File: src/cpm_regs.vh
// Register map, field positions and timing constants of the PWM/mode-control block.
// Assumes a plain register port with byte-wide data in the low bits.
`ifndef CPM_REGS_VH
`define CPM_REGS_VH
// ------------------------------------------------------------
// Register offsets
// ------------------------------------------------------------
`define CPM_A_TB_COUNT    4'h0
`define CPM_A_PERIOD      4'h1
`define CPM_A_TB_CTRL     4'h2
`define CPM_A_U1_NEXT     4'h3
`define CPM_A_U1_ACTIVE   4'h4
`define CPM_A_U1_CTRL     4'h5
`define CPM_A_U2_NEXT     4'h6
`define CPM_A_U2_ACTIVE   4'h7
`define CPM_A_U2_CTRL     4'h8
`define CPM_A_SHUTDOWN    4'h9
`define CPM_A_DEADBAND    4'hA
`define CPM_A_CAPT_LO     4'hB
`define CPM_A_CAPT_HI     4'hC
`define CPM_A_STATUS      4'hD
// ------------------------------------------------------------
// Fields
// ------------------------------------------------------------
`define CPM_F_OCFG_HI     7
`define CPM_F_OCFG_LO     6
`define CPM_F_DLOW_HI     5
`define CPM_F_DLOW_LO     4
`define CPM_F_MODE_HI     3
`define CPM_F_MODE_LO     0
`define CPM_F_TB_ON       2
`define CPM_F_PS_HI       1
`define CPM_F_PS_LO       0
`define CPM_F_SD_EVENT    7
`define CPM_F_DB_HI       6
`define CPM_F_DB_LO       0
// ------------------------------------------------------------
// Mode codes
// ------------------------------------------------------------
`define CPM_M_OFF         4'h0
`define CPM_M_CMP_TOGGLE  4'h2
`define CPM_M_CAPT_FALL   4'h4
`define CPM_M_CAPT_RISE   4'h5
`define CPM_M_CAPT_R4     4'h6
`define CPM_M_CAPT_R16    4'h7
`define CPM_M_CMP_SET     4'h8
`define CPM_M_CMP_CLR     4'h9
`define CPM_M_CMP_SOFT    4'hA
`define CPM_M_CMP_TRIG    4'hB
`define CPM_M_PWM_HI2     2'h3
`define CPM_OC_SINGLE     2'h0
`define CPM_OC_FWD        2'h1
`define CPM_OC_HALF       2'h2
`define CPM_OC_REV        2'h3
`define CPM_PS_DIV1       2'h0
`define CPM_PS_DIV4       2'h1
// ------------------------------------------------------------
// Timing
// ------------------------------------------------------------
`define CPM_OSC_PER_INSTR 2'h3
`define CPM_RESET_CTRL    8'h00
`endif

File: src/cpm_pwm_mode_control.v
// PWM datapath with two capture/compare/PWM units sharing one timebase and one capture timer.
// Assumes ref_clk stands for the oscillator; four cycles form one instruction cycle.
// Operation
// RULE1 - PWM output with up to ten-bit duty resolution.
// RULE2 - Period is (period_limit+1) times four oscillator cycles times prescale.
// RULE3 - Prescaler divides by 1, 4 or 16 only.
// RULE4 - Counter equal to period_limit clears on next increment.
// RULE5 - Rollover drives output high unless duty is zero.
// RULE6 - Rollover copies next duty byte and low bits into active buffer.
// RULE7 - Duty is next byte as upper eight bits, control bits 5:4 lower.
// RULE8 - High time is duty times oscillator period times prescale.
// RULE9 - Duty writes accepted anytime; active byte read-only in PWM mode.
// RULE10 - Output clears when buffered duty equals counter extended by two bits.
// RULE11 - Duty beyond period keeps output high whole period.
// RULE12 - Second unit has no automatic shutdown; first unit does.
// RULE13 - Software sets period, duty, pin, prescale, then PWM mode.
// RULE14 - Capture/compare use capture timer; PWM uses the timebase.
// RULE15 - Outside PWM, output A does capture/compare; B, C, D revert to port.
// RULE16 - output_config selects single, forward, half-bridge or reverse steering.
// RULE17 - Mode 0000 off and reset, 0001 reserved, 0011 capture; code gives 0011 no capture or compare action.
// RULE18 - Modes 0100-0111 capture falling, rising, fourth, sixteenth rising edge.
// RULE19 - Compare modes toggle, set, or clear pin on match; match sets flag.
// RULE20 - 1010 flag only, pin to port; 1011 resets capture timer, sets flag.
// RULE21 - Modes 11xx are PWM; bit1 inverts A and C, bit0 B and D.
// RULE22 - Half-bridge dead-band delays each output going active by count.
// RULE23 - Fine bits come from oscillator phase at divide-by-one, else prescaler.
`include "cpm_regs.vh"
`timescale 1ns/1ps
`default_nettype none
module cpm_pwm_mode_control #(
   parameter DW = 8
) (
   input  wire          ref_clk,
   input  wire          rstn,
   input  wire [3:0]    addr,
   input  wire [DW-1:0] wdata,
   input  wire          wr,
   input  wire          rd,
   output reg  [DW-1:0] rdata,
   input  wire          capt_pin1,
   input  wire          capt_pin2,
   input  wire          shutdown_in,
   output reg           output_a,
   output reg           output_b,
   output reg           output_c,
   output reg           output_d,
   output reg  [3:0]    out_en,
   output reg           unit2_out,
   output reg           unit2_en,
   output reg           match_flag1,
   output reg           match_flag2,
   output reg           special_event
);
   // ------------------------------------------------------------
   // Register state
   // ------------------------------------------------------------
   reg [7:0]  timebase_counter;
   reg [7:0]  period_limit;
   reg [7:0]  timebase_control;
   reg [7:0]  u1_next;
   reg [7:0]  u1_active;
   reg [7:0]  u1_ctrl;
   reg [7:0]  u2_next;
   reg [7:0]  u2_active;
   reg [7:0]  u2_ctrl;
   reg [7:0]  shutdown_control;
   reg [7:0]  deadband_delay;
   reg [1:0]  u1_lat;
   reg [1:0]  u2_lat;
   reg [1:0]  osc_phase;
   reg [3:0]  prescale;
   reg [15:0] capture_timer;
   reg        pwm1;
   reg        pwm2;
   reg        cmp1;
   reg        cmp2;
   reg [6:0]  db_cnt;
   reg        pwm1_q;
   reg [3:0]  cap1_div;
   reg [3:0]  cap2_div;
   reg [2:0]  s1;
   reg [2:0]  s2;
   reg [2:0]  ssd;
   reg        s1_old;
   reg        s2_old;
   reg        sd_old;
   reg        rollover_q;
   wire [3:0] mode1 = u1_ctrl[`CPM_F_MODE_HI:`CPM_F_MODE_LO];
   wire [3:0] mode2 = u2_ctrl[`CPM_F_MODE_HI:`CPM_F_MODE_LO];
   wire [1:0] ocfg  = u1_ctrl[`CPM_F_OCFG_HI:`CPM_F_OCFG_LO];
   wire       pwm_mode1 = (mode1[3:2] == `CPM_M_PWM_HI2);        // see RULE21
   wire       pwm_mode2 = (mode2[3:2] == `CPM_M_PWM_HI2);
   wire       tb_on = timebase_control[`CPM_F_TB_ON];
   wire [1:0] ps_sel = timebase_control[`CPM_F_PS_HI:`CPM_F_PS_LO];
   wire       instr_tick = (osc_phase == `CPM_OSC_PER_INSTR);
   // Prescaler terminal: only 1, 4, 16 exist; codes 2 and 3 both give 16
   function ps_done;
      input [1:0] sel;
      input [3:0] cnt;
      begin
         if (sel == `CPM_PS_DIV1)
            ps_done = 1'b1;
         else if (sel == `CPM_PS_DIV4)
            ps_done = (cnt[1:0] == 2'h3);
         else
            ps_done = (cnt == 4'hF);
      end
   endfunction
   // Fine bits extend the counter to ten bits
   function [1:0] fine_bits;
      input [1:0] sel;
      input [1:0] ph;
      input [3:0] cnt;
      begin
         if (sel == `CPM_PS_DIV1)
            fine_bits = ph;                                            // see RULE23
         else if (sel == `CPM_PS_DIV4)
            fine_bits = cnt[1:0];
         else
            fine_bits = cnt[3:2];
      end
   endfunction
   // Capture edge qualification per mode
   function capt_hit;
      input [3:0] m;
      input       rise;
      input       fall;
      input [3:0] div;
      begin
         case (m)
            `CPM_M_CAPT_FALL: capt_hit = fall;                          // see RULE18
            `CPM_M_CAPT_RISE: capt_hit = rise;
            `CPM_M_CAPT_R4:   capt_hit = rise && (div[1:0] == 2'h3);
            `CPM_M_CAPT_R16:  capt_hit = rise && (div == 4'hF);
            default:          capt_hit = 1'b0;
         endcase
      end
   endfunction
   // Compare matches and increment strobe
   wire       tb_inc   = tb_on && instr_tick && ps_done(ps_sel, prescale);  // see RULE2
   wire       rollover = tb_inc && (timebase_counter == period_limit);       // see RULE4
   wire [9:0] tb_ext   = {timebase_counter, fine_bits(ps_sel, osc_phase, prescale)};  // see RULE1, RULE8
   wire       m1_clr   = ({u1_active, u1_lat} == tb_ext);                    // see RULE10
   wire       m2_clr   = ({u2_active, u2_lat} == tb_ext);
   wire       cmp_is1  = (mode1 == `CPM_M_CMP_TOGGLE) || (mode1[3:2] == 2'h2);
   wire       cmp_is2  = (mode2 == `CPM_M_CMP_TOGGLE) || (mode2[3:2] == 2'h2);
   wire       hit1     = cmp_is1 && instr_tick && (capture_timer == {u1_active, u1_next});
   wire       hit2     = cmp_is2 && instr_tick && (capture_timer == {u2_active, u2_next});
   wire       rise1    = (s1[1] == s1[2]) && s1[2] && !s1_old;
   wire       fall1    = (s1[1] == s1[2]) && !s1[2] && s1_old;
   wire       rise2    = (s2[1] == s2[2]) && s2[2] && !s2_old;
   wire       fall2    = (s2[1] == s2[2]) && !s2[2] && s2_old;
   wire       cap1     = capt_hit(mode1, rise1, fall1, cap1_div);             // see RULE14
   wire       cap2     = capt_hit(mode2, rise2, fall2, cap2_div);
   wire       sd_now   = (ssd[1] == ssd[2]) ? ssd[2] : sd_old;
   wire       sd_active = shutdown_control[`CPM_F_SD_EVENT];

   // ------------------------------------------------------------
   // Input synchronisers, three stages, second and third must agree
   // ------------------------------------------------------------
   always @(posedge ref_clk or negedge rstn) begin
      if (!rstn) begin
         s1 <= 3'h0;
         s2 <= 3'h0;
         ssd <= 3'h0;
         s1_old <= 1'b0;
         s2_old <= 1'b0;
         sd_old <= 1'b0;
      end else begin
         s1 <= {s1[1:0], capt_pin1};
         s2 <= {s2[1:0], capt_pin2};
         ssd <= {ssd[1:0], shutdown_in};
         s1_old <= (s1[1] == s1[2]) ? s1[2] : s1_old;
         s2_old <= (s2[1] == s2[2]) ? s2[2] : s2_old;
         sd_old <= sd_now;
      end
   end
   // ------------------------------------------------------------
   // Timebase, prescaler, oscillator phase and capture timer
   // ------------------------------------------------------------
   always @(posedge ref_clk or negedge rstn) begin
      if (!rstn) begin
         osc_phase <= 2'h0;
         prescale <= 4'h0;
         timebase_counter <= 8'h00;
         capture_timer <= 16'h0000;
      end else begin
         osc_phase <= osc_phase + 2'h1;
         prescale <= prescale + {3'h0, tb_on && instr_tick};           // see RULE3
         if (wr && addr == `CPM_A_TB_COUNT)
            timebase_counter <= wdata[7:0];
         else if (rollover)
            timebase_counter <= 8'h00;                                  // see RULE4
         else if (tb_inc)
            timebase_counter <= timebase_counter + 8'h01;
         // Trigger mode shares the timer, so a reset wins over counting
         if ((hit1 && mode1 == `CPM_M_CMP_TRIG) || (hit2 && mode2 == `CPM_M_CMP_TRIG))
            capture_timer <= 16'h0000;                                  // see RULE20
         else if (instr_tick)
            capture_timer <= capture_timer + 16'h0001;
      end
   end
   // ------------------------------------------------------------
   // Register writes, duty buffering and captures
   // ------------------------------------------------------------
   always @(posedge ref_clk or negedge rstn) begin
      if (!rstn) begin
         period_limit <= 8'hFF;
         timebase_control <= `CPM_RESET_CTRL;
         u1_next <= 8'h00;
         u1_active <= 8'h00;
         u1_ctrl <= `CPM_RESET_CTRL;
         u2_next <= 8'h00;
         u2_active <= 8'h00;
         u2_ctrl <= `CPM_RESET_CTRL;
         shutdown_control <= 8'h00;
         deadband_delay <= 8'h00;
         u1_lat <= 2'h0;
         u2_lat <= 2'h0;
         cap1_div <= 4'h0;
         cap2_div <= 4'h0;
      end else begin
         if (wr && addr == `CPM_A_PERIOD)
            period_limit <= wdata[7:0];
         if (wr && addr == `CPM_A_TB_CTRL)
            timebase_control <= wdata[7:0];
         if (wr && addr == `CPM_A_U1_NEXT)
            u1_next <= wdata[7:0];                                      // see RULE9
         if (wr && addr == `CPM_A_U1_CTRL)
            u1_ctrl <= wdata[7:0];
         if (wr && addr == `CPM_A_U2_NEXT)
            u2_next <= wdata[7:0];
         if (wr && addr == `CPM_A_U2_CTRL)
            u2_ctrl <= {2'h0, wdata[5:0]};
         if (wr && addr == `CPM_A_DEADBAND)
            deadband_delay <= wdata[7:0];
         // Hardware shutdown event wins over a software clear: it is assigned last
         if (wr && addr == `CPM_A_SHUTDOWN)
            shutdown_control <= wdata[7:0];
         if (pwm_mode1 && sd_now)
            shutdown_control[`CPM_F_SD_EVENT] <= 1'b1;                  // see RULE12
         // Active byte: loaded at rollover in PWM, captured otherwise
         if (pwm_mode1 && rollover) begin
            u1_active <= u1_next;                                       // see RULE6
            u1_lat <= u1_ctrl[`CPM_F_DLOW_HI:`CPM_F_DLOW_LO];           // see RULE7
         end else if (cap1) begin
            u1_active <= capture_timer[15:8];
            u1_next <= capture_timer[7:0];
         end else if (!pwm_mode1 && wr && addr == `CPM_A_U1_ACTIVE)
            u1_active <= wdata[7:0];                                    // see RULE9
         if (pwm_mode2 && rollover) begin
            u2_active <= u2_next;
            u2_lat <= u2_ctrl[`CPM_F_DLOW_HI:`CPM_F_DLOW_LO];
         end else if (cap2) begin
            u2_active <= capture_timer[15:8];
            u2_next <= capture_timer[7:0];
         end else if (!pwm_mode2 && wr && addr == `CPM_A_U2_ACTIVE)
            u2_active <= wdata[7:0];
         // Off clears the capture prescaler
         cap1_div <= (mode1[3:2] != 2'h1) ? 4'h0 : cap1_div + {3'h0, rise1};   // see RULE17
         cap2_div <= (mode2[3:2] != 2'h1) ? 4'h0 : cap2_div + {3'h0, rise2};
      end
   end
   // ------------------------------------------------------------
   // PWM and compare waveform state
   // ------------------------------------------------------------
   always @(posedge ref_clk or negedge rstn) begin
      if (!rstn) begin
         pwm1 <= 1'b0;
         pwm2 <= 1'b0;
         cmp1 <= 1'b0;
         cmp2 <= 1'b0;
         pwm1_q <= 1'b0;
         rollover_q <= 1'b0;
         db_cnt <= 7'h00;
         match_flag1 <= 1'b0;
         match_flag2 <= 1'b0;
         special_event <= 1'b0;
      end else begin
         // Set one cycle after rollover, once the buffer holds the new duty, so the high time
         // is exactly the duty count; a match clears it, no match keeps it high
         pwm1 <= rollover_q ? ({u1_active, u1_lat} != 10'h000) : (pwm1 && !m1_clr);  // see RULE5, RULE11
         pwm2 <= rollover_q ? ({u2_active, u2_lat} != 10'h000) : (pwm2 && !m2_clr);
         // Compare pin: initial level on mode write, action on match
         if (wr && addr == `CPM_A_U1_CTRL)
            cmp1 <= (wdata[3:0] == `CPM_M_CMP_CLR);                     // see RULE19
         else if (hit1 && mode1 == `CPM_M_CMP_TOGGLE)
            cmp1 <= !cmp1;
         else if (hit1 && mode1 == `CPM_M_CMP_SET)
            cmp1 <= 1'b1;
         else if (hit1 && mode1 == `CPM_M_CMP_CLR)
            cmp1 <= 1'b0;
         if (wr && addr == `CPM_A_U2_CTRL)
            cmp2 <= (wdata[3:0] == `CPM_M_CMP_CLR);
         else if (hit2 && mode2 == `CPM_M_CMP_TOGGLE)
            cmp2 <= !cmp2;
         else if (hit2 && mode2 == `CPM_M_CMP_SET)
            cmp2 <= 1'b1;
         else if (hit2 && mode2 == `CPM_M_CMP_CLR)
            cmp2 <= 1'b0;
         // Flags: a new event wins over a software clear
         if (hit1 || cap1)
            match_flag1 <= 1'b1;                                        // see RULE19
         else if (wr && addr == `CPM_A_STATUS && wdata[0])
            match_flag1 <= 1'b0;
         if (hit2 || cap2)
            match_flag2 <= 1'b1;
         else if (wr && addr == `CPM_A_STATUS && wdata[1])
            match_flag2 <= 1'b0;
         special_event <= (hit1 && mode1 == `CPM_M_CMP_TRIG) || (hit2 && mode2 == `CPM_M_CMP_TRIG);
         // Dead band counted in instruction cycles from each edge
         pwm1_q <= pwm1;
         rollover_q <= rollover;
         if (pwm1 != pwm1_q)
            db_cnt <= 7'h00;                                            // see RULE22
         else if (instr_tick && db_cnt != 7'h7F)
            db_cnt <= db_cnt + 7'h01;
      end
   end
   // ------------------------------------------------------------
   // Output steering and polarity, registered
   // ------------------------------------------------------------
   wire [6:0] db_len = deadband_delay[`CPM_F_DB_HI:`CPM_F_DB_LO];
   wire       db_ok  = (pwm1 == pwm1_q) && (db_cnt >= db_len);
   wire       pa = (ocfg == `CPM_OC_HALF) ? (pwm1 && db_ok) :
                   (ocfg == `CPM_OC_FWD)  ? 1'b1 :
                   (ocfg == `CPM_OC_REV)  ? 1'b0 : pwm1;
   wire       pb = (ocfg == `CPM_OC_HALF) ? (!pwm1 && db_ok) :
                   (ocfg == `CPM_OC_REV)  ? pwm1 : 1'b0;
   wire       pc = (ocfg == `CPM_OC_REV);
   wire       pd = (ocfg == `CPM_OC_FWD) ? pwm1 : 1'b0;
   wire       kill = sd_active;
   always @(posedge ref_clk or negedge rstn) begin
      if (!rstn) begin
         output_a <= 1'b0;
         output_b <= 1'b0;
         output_c <= 1'b0;
         output_d <= 1'b0;
         out_en <= 4'h0;
         unit2_out <= 1'b0;
         unit2_en <= 1'b0;
      end else begin
         if (pwm_mode1) begin
            // Shutdown forces every output to its inactive level
            output_a <= (pa && !kill) ^ mode1[1];                       // see RULE16
            output_b <= (pb && !kill) ^ mode1[0];                       // see RULE21
            output_c <= (pc && !kill) ^ mode1[1];
            output_d <= (pd && !kill) ^ mode1[0];
            out_en <= {ocfg[0], ocfg[0], ocfg != `CPM_OC_SINGLE, 1'b1};
         end else begin
            output_a <= cmp1;                                           // see RULE15
            output_b <= 1'b0;
            output_c <= 1'b0;
            output_d <= 1'b0;
            out_en <= {3'h0, cmp_is1 && mode1 != `CPM_M_CMP_SOFT};      // see RULE20
         end
         // Second unit has no shutdown path at all
         unit2_out <= pwm_mode2 ? pwm2 : cmp2;                          // see RULE12
         unit2_en <= pwm_mode2 || (cmp_is2 && mode2 != `CPM_M_CMP_SOFT);
      end
   end
   // ------------------------------------------------------------
   // Register read port, data one cycle after strobe
   // ------------------------------------------------------------
   always @(posedge ref_clk or negedge rstn) begin
      if (!rstn)
         rdata <= 8'h00;
      else if (rd) begin
         case (addr)
            `CPM_A_TB_COUNT:  rdata <= timebase_counter;
            `CPM_A_PERIOD:    rdata <= period_limit;
            `CPM_A_TB_CTRL:   rdata <= timebase_control;
            `CPM_A_U1_NEXT:   rdata <= u1_next;
            `CPM_A_U1_ACTIVE: rdata <= u1_active;
            `CPM_A_U1_CTRL:   rdata <= u1_ctrl;
            `CPM_A_U2_NEXT:   rdata <= u2_next;
            `CPM_A_U2_ACTIVE: rdata <= u2_active;
            `CPM_A_U2_CTRL:   rdata <= u2_ctrl;
            `CPM_A_SHUTDOWN:  rdata <= shutdown_control;
            `CPM_A_DEADBAND:  rdata <= deadband_delay;
            `CPM_A_CAPT_LO:   rdata <= capture_timer[7:0];
            `CPM_A_CAPT_HI:   rdata <= capture_timer[15:8];
            `CPM_A_STATUS:    rdata <= {6'h00, match_flag2, match_flag1};
            default:          rdata <= 8'h00;
         endcase
      end else
         rdata <= 8'h00;
   end
endmodule // cpm_pwm_mode_control
`default_nettype wire

File: config.mk
export PLATFORM = sky130hd
export DESIGN_NAME = cpm_pwm_mode_control
export DESIGN_NICKNAME = d
export VERILOG_FILES = /design/src/cpm_pwm_mode_control.v
export VERILOG_INCLUDE_DIRS = /design/src /design/src/src
export SDC_FILE = /design/constraint.sdc
export NUM_CORES = 1
export LEC_CHECK = 0
export ABC_AREA = 1
export BUFFER_PORTS_ARGS = -buffer_cell sky130_fd_sc_hd__buf_2
export CAP_MARGIN = 20
export CELL_PAD_IN_SITES_DETAIL_PLACEMENT = 0
export CELL_PAD_IN_SITES_GLOBAL_PLACEMENT = 1
export CORE_UTILIZATION = 29
export DETAILED_ROUTE_END_ITERATION = 10
export GPL_ROUTABILITY_DRIVEN = 0
export PLACE_DENSITY_LB_ADDON = 0.2
export SLEW_MARGIN = 5
export SYNTH_ARGS = -nofsm -noshare
export SYNTH_HDL_FRONTEND = slang
export SYNTH_SLANG_ARGS = --single-unit
export TNS_END_PERCENT = 50
File: constraint.sdc
create_clock -name ref_clk -period 2.99 [get_ports ref_clk]
set_clock_uncertainty 0.2 [all_clocks]
set_input_delay 0.299 -clock ref_clk [delete_from_list [all_inputs] [get_ports ref_clk]]
set_output_delay 0.299 -clock ref_clk [all_outputs]
set_load 0.03 [all_outputs]
== After elaboration in Yosys (flattened, before gate mapping) ==
Cells that the tools add are included.

* Register bits after elaboration: 166
* Word-level logic and storage cells: 264

* Bitwise logic cells: 4
* Add/subtract/negate cells: 7
* Reduce and logical (&&, ||, !) cells: 91
* Order comparisons: 1
* Multiplexer cells: 58
* Equal/unequal tests: 60

{| class="wikitable"
|+ Operator list
! operator !! number
|-
| 8-bit two-way mux || 17
|-
| 8-bit case mux with 14 select lines || 1
|-
| 4-bit equality test, second input constant || 16
|-
| 1-bit logical AND || 58
|-
| 4-bit by 3-bit equality test with 1-bit output, second input constant || 12
|-
| 16-bit equality test || 2
|-
| 16-bit two-way mux || 2
|-
| 1-bit two-way mux || 29
|-
| 10-bit equality test || 2
|-
| 2-bit equality test, second input constant || 10
|-
| 10-bit nonzero test || 2
|-
| 16-bit by 1-bit adder with 16-bit output, second input constant || 1
|-
| 4-bit by 2-bit equality test with 1-bit output, second input constant || 4
|-
| 7-bit two-way mux || 2
|-
| 4-bit by 1-bit adder with 4-bit output || 3
|-
| 1-bit logical NOT || 12
|-
| 4-bit two-way mux || 3
|-
| 2-bit nonzero test || 6
|-
| 3-bit nonzero test || 3
|-
| 8-bit by 1-bit adder with 8-bit output, second input constant || 1
|-
| 8-bit equality test || 1
|-
| 4-bit != test, second input constant || 2
|-
| 1-bit case mux with 4 select lines || 2
|-
| 4-bit nonzero test || 2
|-
| other kinds (14) || 28
|}

== Depth between registers and ports, before layout ==
* Depth after elaboration: 9
* Gate-level depth with buffers: 14

== Worst setup path after synthesis ==
Ideal clock, no wire load.

* Path kind: flip-flop to flip-flop
* Start: reg osc_phase[0]
* End: reg capture_timer[1]
* Setup time: 121 ps
* Path slack: 1145 ps
* Buffers on the path: 2
* Cell stages (with the launch flop): 11
* Clock period less this slack: 1845 ps
* Arrival time: 1524 ps
* Required time: 2669 ps
* Cells stage by stage: dfrtp_1 > ha_1 > buf_4 > inv_1 > nor3_1 > nand2_1 > nor2_2 > nand4_1 > nand2_2 > buf_6 > nor2_1

* Longest elaborated chain between the ends: 6
* Elaborated cells between the ends (all ways): 10
* Classes of those cells: eq/ne: 1; mux: 1; reduce/logical: 8

{| class="wikitable"
|+ RTL lines
! what !! line !! source
|-
| from (decl) || cpm_pwm_mode_control.v:70 || <nowiki>reg [1:0] osc_phase;</nowiki>
|-
| from (signal assigned) || cpm_pwm_mode_control.v:188 || <nowiki>osc_phase <= osc_phase + 2'h1;</nowiki>
|-
| 2-bit equality test (no line) * || n/a ||
|-
| 1-bit logical AND, on equally long branches (2 in a row) || cpm_pwm_mode_control.v:147, cpm_pwm_mode_control.v:148 ||
|-
| 1-bit logical AND (no line) || n/a ||
|-
| 1-bit logical OR || cpm_pwm_mode_control.v:197 || <nowiki>if ((hit1 && mode1 == `CPM_M_CMP_TRIG) || (hit2 && mode2 == `CPM_M_CMP_TRIG))</nowiki>
|-
| 16-bit two-way mux or 2-bit nonzero test (tied branches) || n/a ||
|-
| to (signal assigned) || cpm_pwm_mode_control.v:200 || <nowiki>capture_timer <= capture_timer + 16'h0001;</nowiki>
|-
| to (decl) || cpm_pwm_mode_control.v:72 || <nowiki>reg [15:0] capture_timer;</nowiki>
|}

Mark *: on every way between the ends. The rest lies on a longest branch, timed or not.
A chain may end at the register's enable or synchronous reset.

== Final worst setup path ==
* Start: reg timebase_counter[4]
* End: reg u2_active[5]

* Longest elaborated chain between the ends: 4
* Elaborated cells between the ends (all ways): 5
* Classes of those cells: eq/ne: 1; mux: 1; reduce/logical: 3

{| class="wikitable"
|+ RTL lines
! what !! line !! source
|-
| from (decl) || cpm_pwm_mode_control.v:57 || <nowiki>reg [7:0] timebase_counter;</nowiki>
|-
| from (signal assigned) || cpm_pwm_mode_control.v:191 || <nowiki>timebase_counter <= wdata[7:0];</nowiki>
|-
| from (signal assigned) || cpm_pwm_mode_control.v:195 || <nowiki>timebase_counter <= timebase_counter + 8'h01;</nowiki>
|-
| 8-bit equality test * || cpm_pwm_mode_control.v:141 || <nowiki>wire rollover = tb_inc && (timebase_counter == period_limit);</nowiki>
|-
| 1-bit logical AND * || cpm_pwm_mode_control.v:141 ||
|-
| 1-bit logical AND * || cpm_pwm_mode_control.v:251 || <nowiki>if (pwm_mode2 && rollover) begin</nowiki>
|-
| 3-bit nonzero test (no line) or 8-bit two-way mux (tied branches) || n/a ||
|-
| to (signal assigned) || cpm_pwm_mode_control.v:252 || <nowiki>u2_active <= u2_next;</nowiki>
|-
| to (signal assigned) || cpm_pwm_mode_control.v:255 || <nowiki>u2_active <= capture_timer[15:8];</nowiki>
|-
| to (signal assigned) || cpm_pwm_mode_control.v:258 || <nowiki>u2_active <= wdata[7:0];</nowiki>
|-
| to (decl) || cpm_pwm_mode_control.v:64 || <nowiki>reg [7:0] u2_active;</nowiki>
|}

Marks and branches as above.

==> flow_metrics.py <==
metrics = {
    "finish": {
        "layout.nets": 1385,
        "regArea_um2": 4140,
        "multi_input_area_um2": 4780,
        "synthToLayoutAreaGrowth_pct": 13.7,
        "n_antenna_cell": 0,
        "fillers": 3590,
        "drive_gt1_frac": 0.0994,
    },
    "synthesis": {
        "ys_seq_area_frac": 0.426,
        "ys_dominant_reg_cell": "dfrtp_1",
        "synth_commonest_cells": "414 x nand2_1, 157 x dfrtp_1, 138 x inv_1",
        "syn_area_um2": 9730,
        "synth_edf_count": 0,
        "synth_nets": 1340,
        "synth_seq_cells": 165,
        "yosysMostFrequentCell": "nand2_1",
        "synth_top_area_cell": "dfrtp_1",
        "postSynthAreaPerCell_um2": 7.48,
        "syn_inst": 1300,
        "synthArstFlopShare": 1.00,
        "ys_types": 44,
        "ys_top_cells_by_area": "dfrtp_1 40%, nand2_1 16%, o21ai_0 5.4%",
        "synth-warning-count": 0,
        "yosysTopAreaCellShare": 0.404,
    },
    "clocking": {
        "clkTransAtPathRegs_ns": 0.08,
        "cts_tree": "yes",
        "ctsResizeCount": 0,
        "htree_levels": 4,
        "clk_path_buf_depth": 2,
        "ctsHoldBuffers": 7,
        "cts.sinks": 165,
        "post_cts_buffers": 0,
        "root_buffer": "clkbuf_16",
        "numCtsBuffers": 17,
        "clock_latency_ns": 0.46,
    },
    "critical_path": {
        "crit_path_end_kind": "flip-flop",
        "crit_chain": "xnor2_2, nand4_2, nor2_4, nand3_2, nand3_1, nand2_1, nand2_1",
        "cp_slowest_cell": "dfrtp_1",
        "crit_fanout": 20,
        "path_common_cell": "nand2_1",
        "reg2reg_depth": 7,
        "startpoint_type": "flip-flop",
        "r2r-start": "timebase_counter[4]",
        "critPathArrivalTime_ns": 2.79,
        "required_ns": 3.18,
        "max_stage_delay_ns": 0.58,
        "crit_type": "reg -> reg",
        "crit_path_start": "timebase_counter[4]",
    },
    "min_path": {
        "hold_path_startpoint": "wdata[2]",
        "hold_depth": 3,
        "hold_path.class": "in -> reg",
    },
    "flow_run": {
        "drv_cap": 0,
    },
    "detailed_routing": {
        "drcViolationCount": 0,
        "viasPerCell": 5.09,
        "drt-wirelength-per-cell_um": 21.2,
        "firstDrtPassIters": 9,
        "final_antenna_net_count": 0,
        "routed_wl_um": 38200,
        "drt_iter0_markers": 906,
        "vias": 9156,
    },
    "global_routing": {
        "grt_pass1_vias": 8834,
        "overflow": 0,
        "grt_usage": 0.234,
        "antenna_found_initial": 1,
        "grt_max_degree": 75,
        "grt_pass1_wl_um": 57300,
    },
    "power_and_ir_drop": {
        "p_total_mw": 8.41,
        "ir_drop_mv": 0.435,
        "powerDensity_nw_per_um2": 761,
        "power_leakage_nw": 5.37,
    },
    "sta": {
        "hold_viol": 0,
        "max_clock_freq_mhz": 384,
        "tightest_slew_ns": 0.801,
        "rsz0062_at_grt": "no",
        "fin_crit_sh": 0.872,
        "hold_slack_ns": 0.0318,
        "final.min_clock_period_ns": 2.61,
        "setup-tns-final_ns": 0,
        "setup_viol": 0,
        "final_max_slew_viol_count": 0,
        "max-slew-margin-rel": 0.466,
    },
    "die": {
        "initial_utilization": 0.297,
        "die_w_um": 185,
        "core_area_um2": 32800,
        "std_cell_rows": 66,
        "die_y_um": 185,
        "pin_count": 40,
        "die-area_um2": 34300,
    },
    "run_status": {
        "outcome": "complete, no violations",
    },
    "placed_design": {
        "io_buffers": 39,
        "hpwl_um": 29000,
    },
}
==> cell families after synthesis <==
kind of cell	after synthesis	synth area share
and+or+nand+nor	672	0.299
AOI/OAI and AO/OA	201	0.117
buffers and inverters	190	0.0831
DFF	165	0.426
xor gates and xnor gates	50	0.0473
adders and majority gates	22	0.0280
==> worst paths after layout <==
path	endpoint	slack, ns
max in group asynchronous	out_en[2]	1.52
min in group asynchronous	osc_phase[1]	0.28
setup reg to reg	u2_active[5]	0.38
setup / recovery	u2_active[5]	0.38
hold / removal	u1_ctrl[2]	0.03
hold reg to reg	s2[1]	0.15
==> final cells by class <==
type | count | area share
multi-input combinational | 945 | 0.432
sequential | 165 | 0.374
inverter | 150 | 0.0509
tap | 442 | 0.0500
timing repair buffer | 66 | 0.0404
clock buffer | 18 | 0.0397
clock inverter | 14 | 0.0127
==> registers in the layout, indices dropped and copies added (netlist names), 4 cells and up <==
signal and cells:
cap1_div 4, cap2_div 4, capture_timer 16, db_cnt 7, deadband_delay 8, period_limit 8
prescale 4, rdata 8, shutdown_control 8, timebase_control 8, timebase_counter 8, u1_active 8
u1_ctrl 8, u1_next 8, u2_active 8, u2_ctrl 6, u2_next 8
==> metrics by stage <==
stage               setup slack [ns]  cell area (um2)  cells  utilization
finish                         0.383            11100   1800        0.337
global route                   0.152            11100   1800        0.337
CTS                            0.399            11100   1800        0.337
global placement               0.504            10400   1761        0.318
floorplan                       1.14             9730   1300            -
detailed placement             0.431            10400   1761        0.318
==> cells in the final DEF (no fill, tap or decap), types with 3 or more instances in the layout <==
cell | netlist | layout
inv_6 | 0 | 4
buf_4 | 6 | 18
nor3b_1 | 7 | 7
inv_2 | 10 | 10
inv_8 | 0 | 3
o31ai_1 | 4 | 4
xnor2_2 | 3 | 3
o21ai_0 | 105 | 105
nor4_1 | 6 | 6
o2111ai_1 | 4 | 4
o21bai_1 | 4 | 4
dfrtp_1 | 157 | 157
nor3_1 | 25 | 25
buf_2 | 16 | 38
nand3_1 | 41 | 41
nand3_2 | 5 | 5
o22ai_1 | 19 | 19
inv_1 | 138 | 138
xnor2_1 | 29 | 29
a221oi_1 | 3 | 3
nor2_2 | 8 | 8
a31oi_1 | 5 | 5
o21ai_1 | 10 | 10
a21oi_1 | 26 | 26
nor2_1 | 99 | 99
nand2_1 | 414 | 414
o211ai_1 | 17 | 17
nand3b_1 | 3 | 3
xor2_1 | 18 | 18
ha_1 | 21 | 21
clkbuf_16 | 0 | 17
dlygate4sd3_1 | 0 | 7
dfstp_2 | 8 | 8
nand4_1 | 54 | 54
clkinvlp_4 | 0 | 4
==> report_power, final <==
group	switching [mW]	internal [mW]
Sequential	0.925	2.76
Clock	1.12	1.13
Combinational	1.54	0.953
==> critical path, delay by kind of cell (launching register included) <==
kind          cells  cell delay (ns)
flops             1             0.58
xor+xnor          1             0.16
simple gates      6             1.59
==> per-layer routing <==
metal / vias up / GRT usage / share of wire
met2: 317 / 0.356 / 0.44
met3: 52 / 0.0513 / 0.065
li1: 4354 / - / -
met5: - / 0 / 0
met1: 4433 / 0.324 / 0.47
met4: 0 / 0.0853 / 0.029
Power figures use the tool's default switching activity.
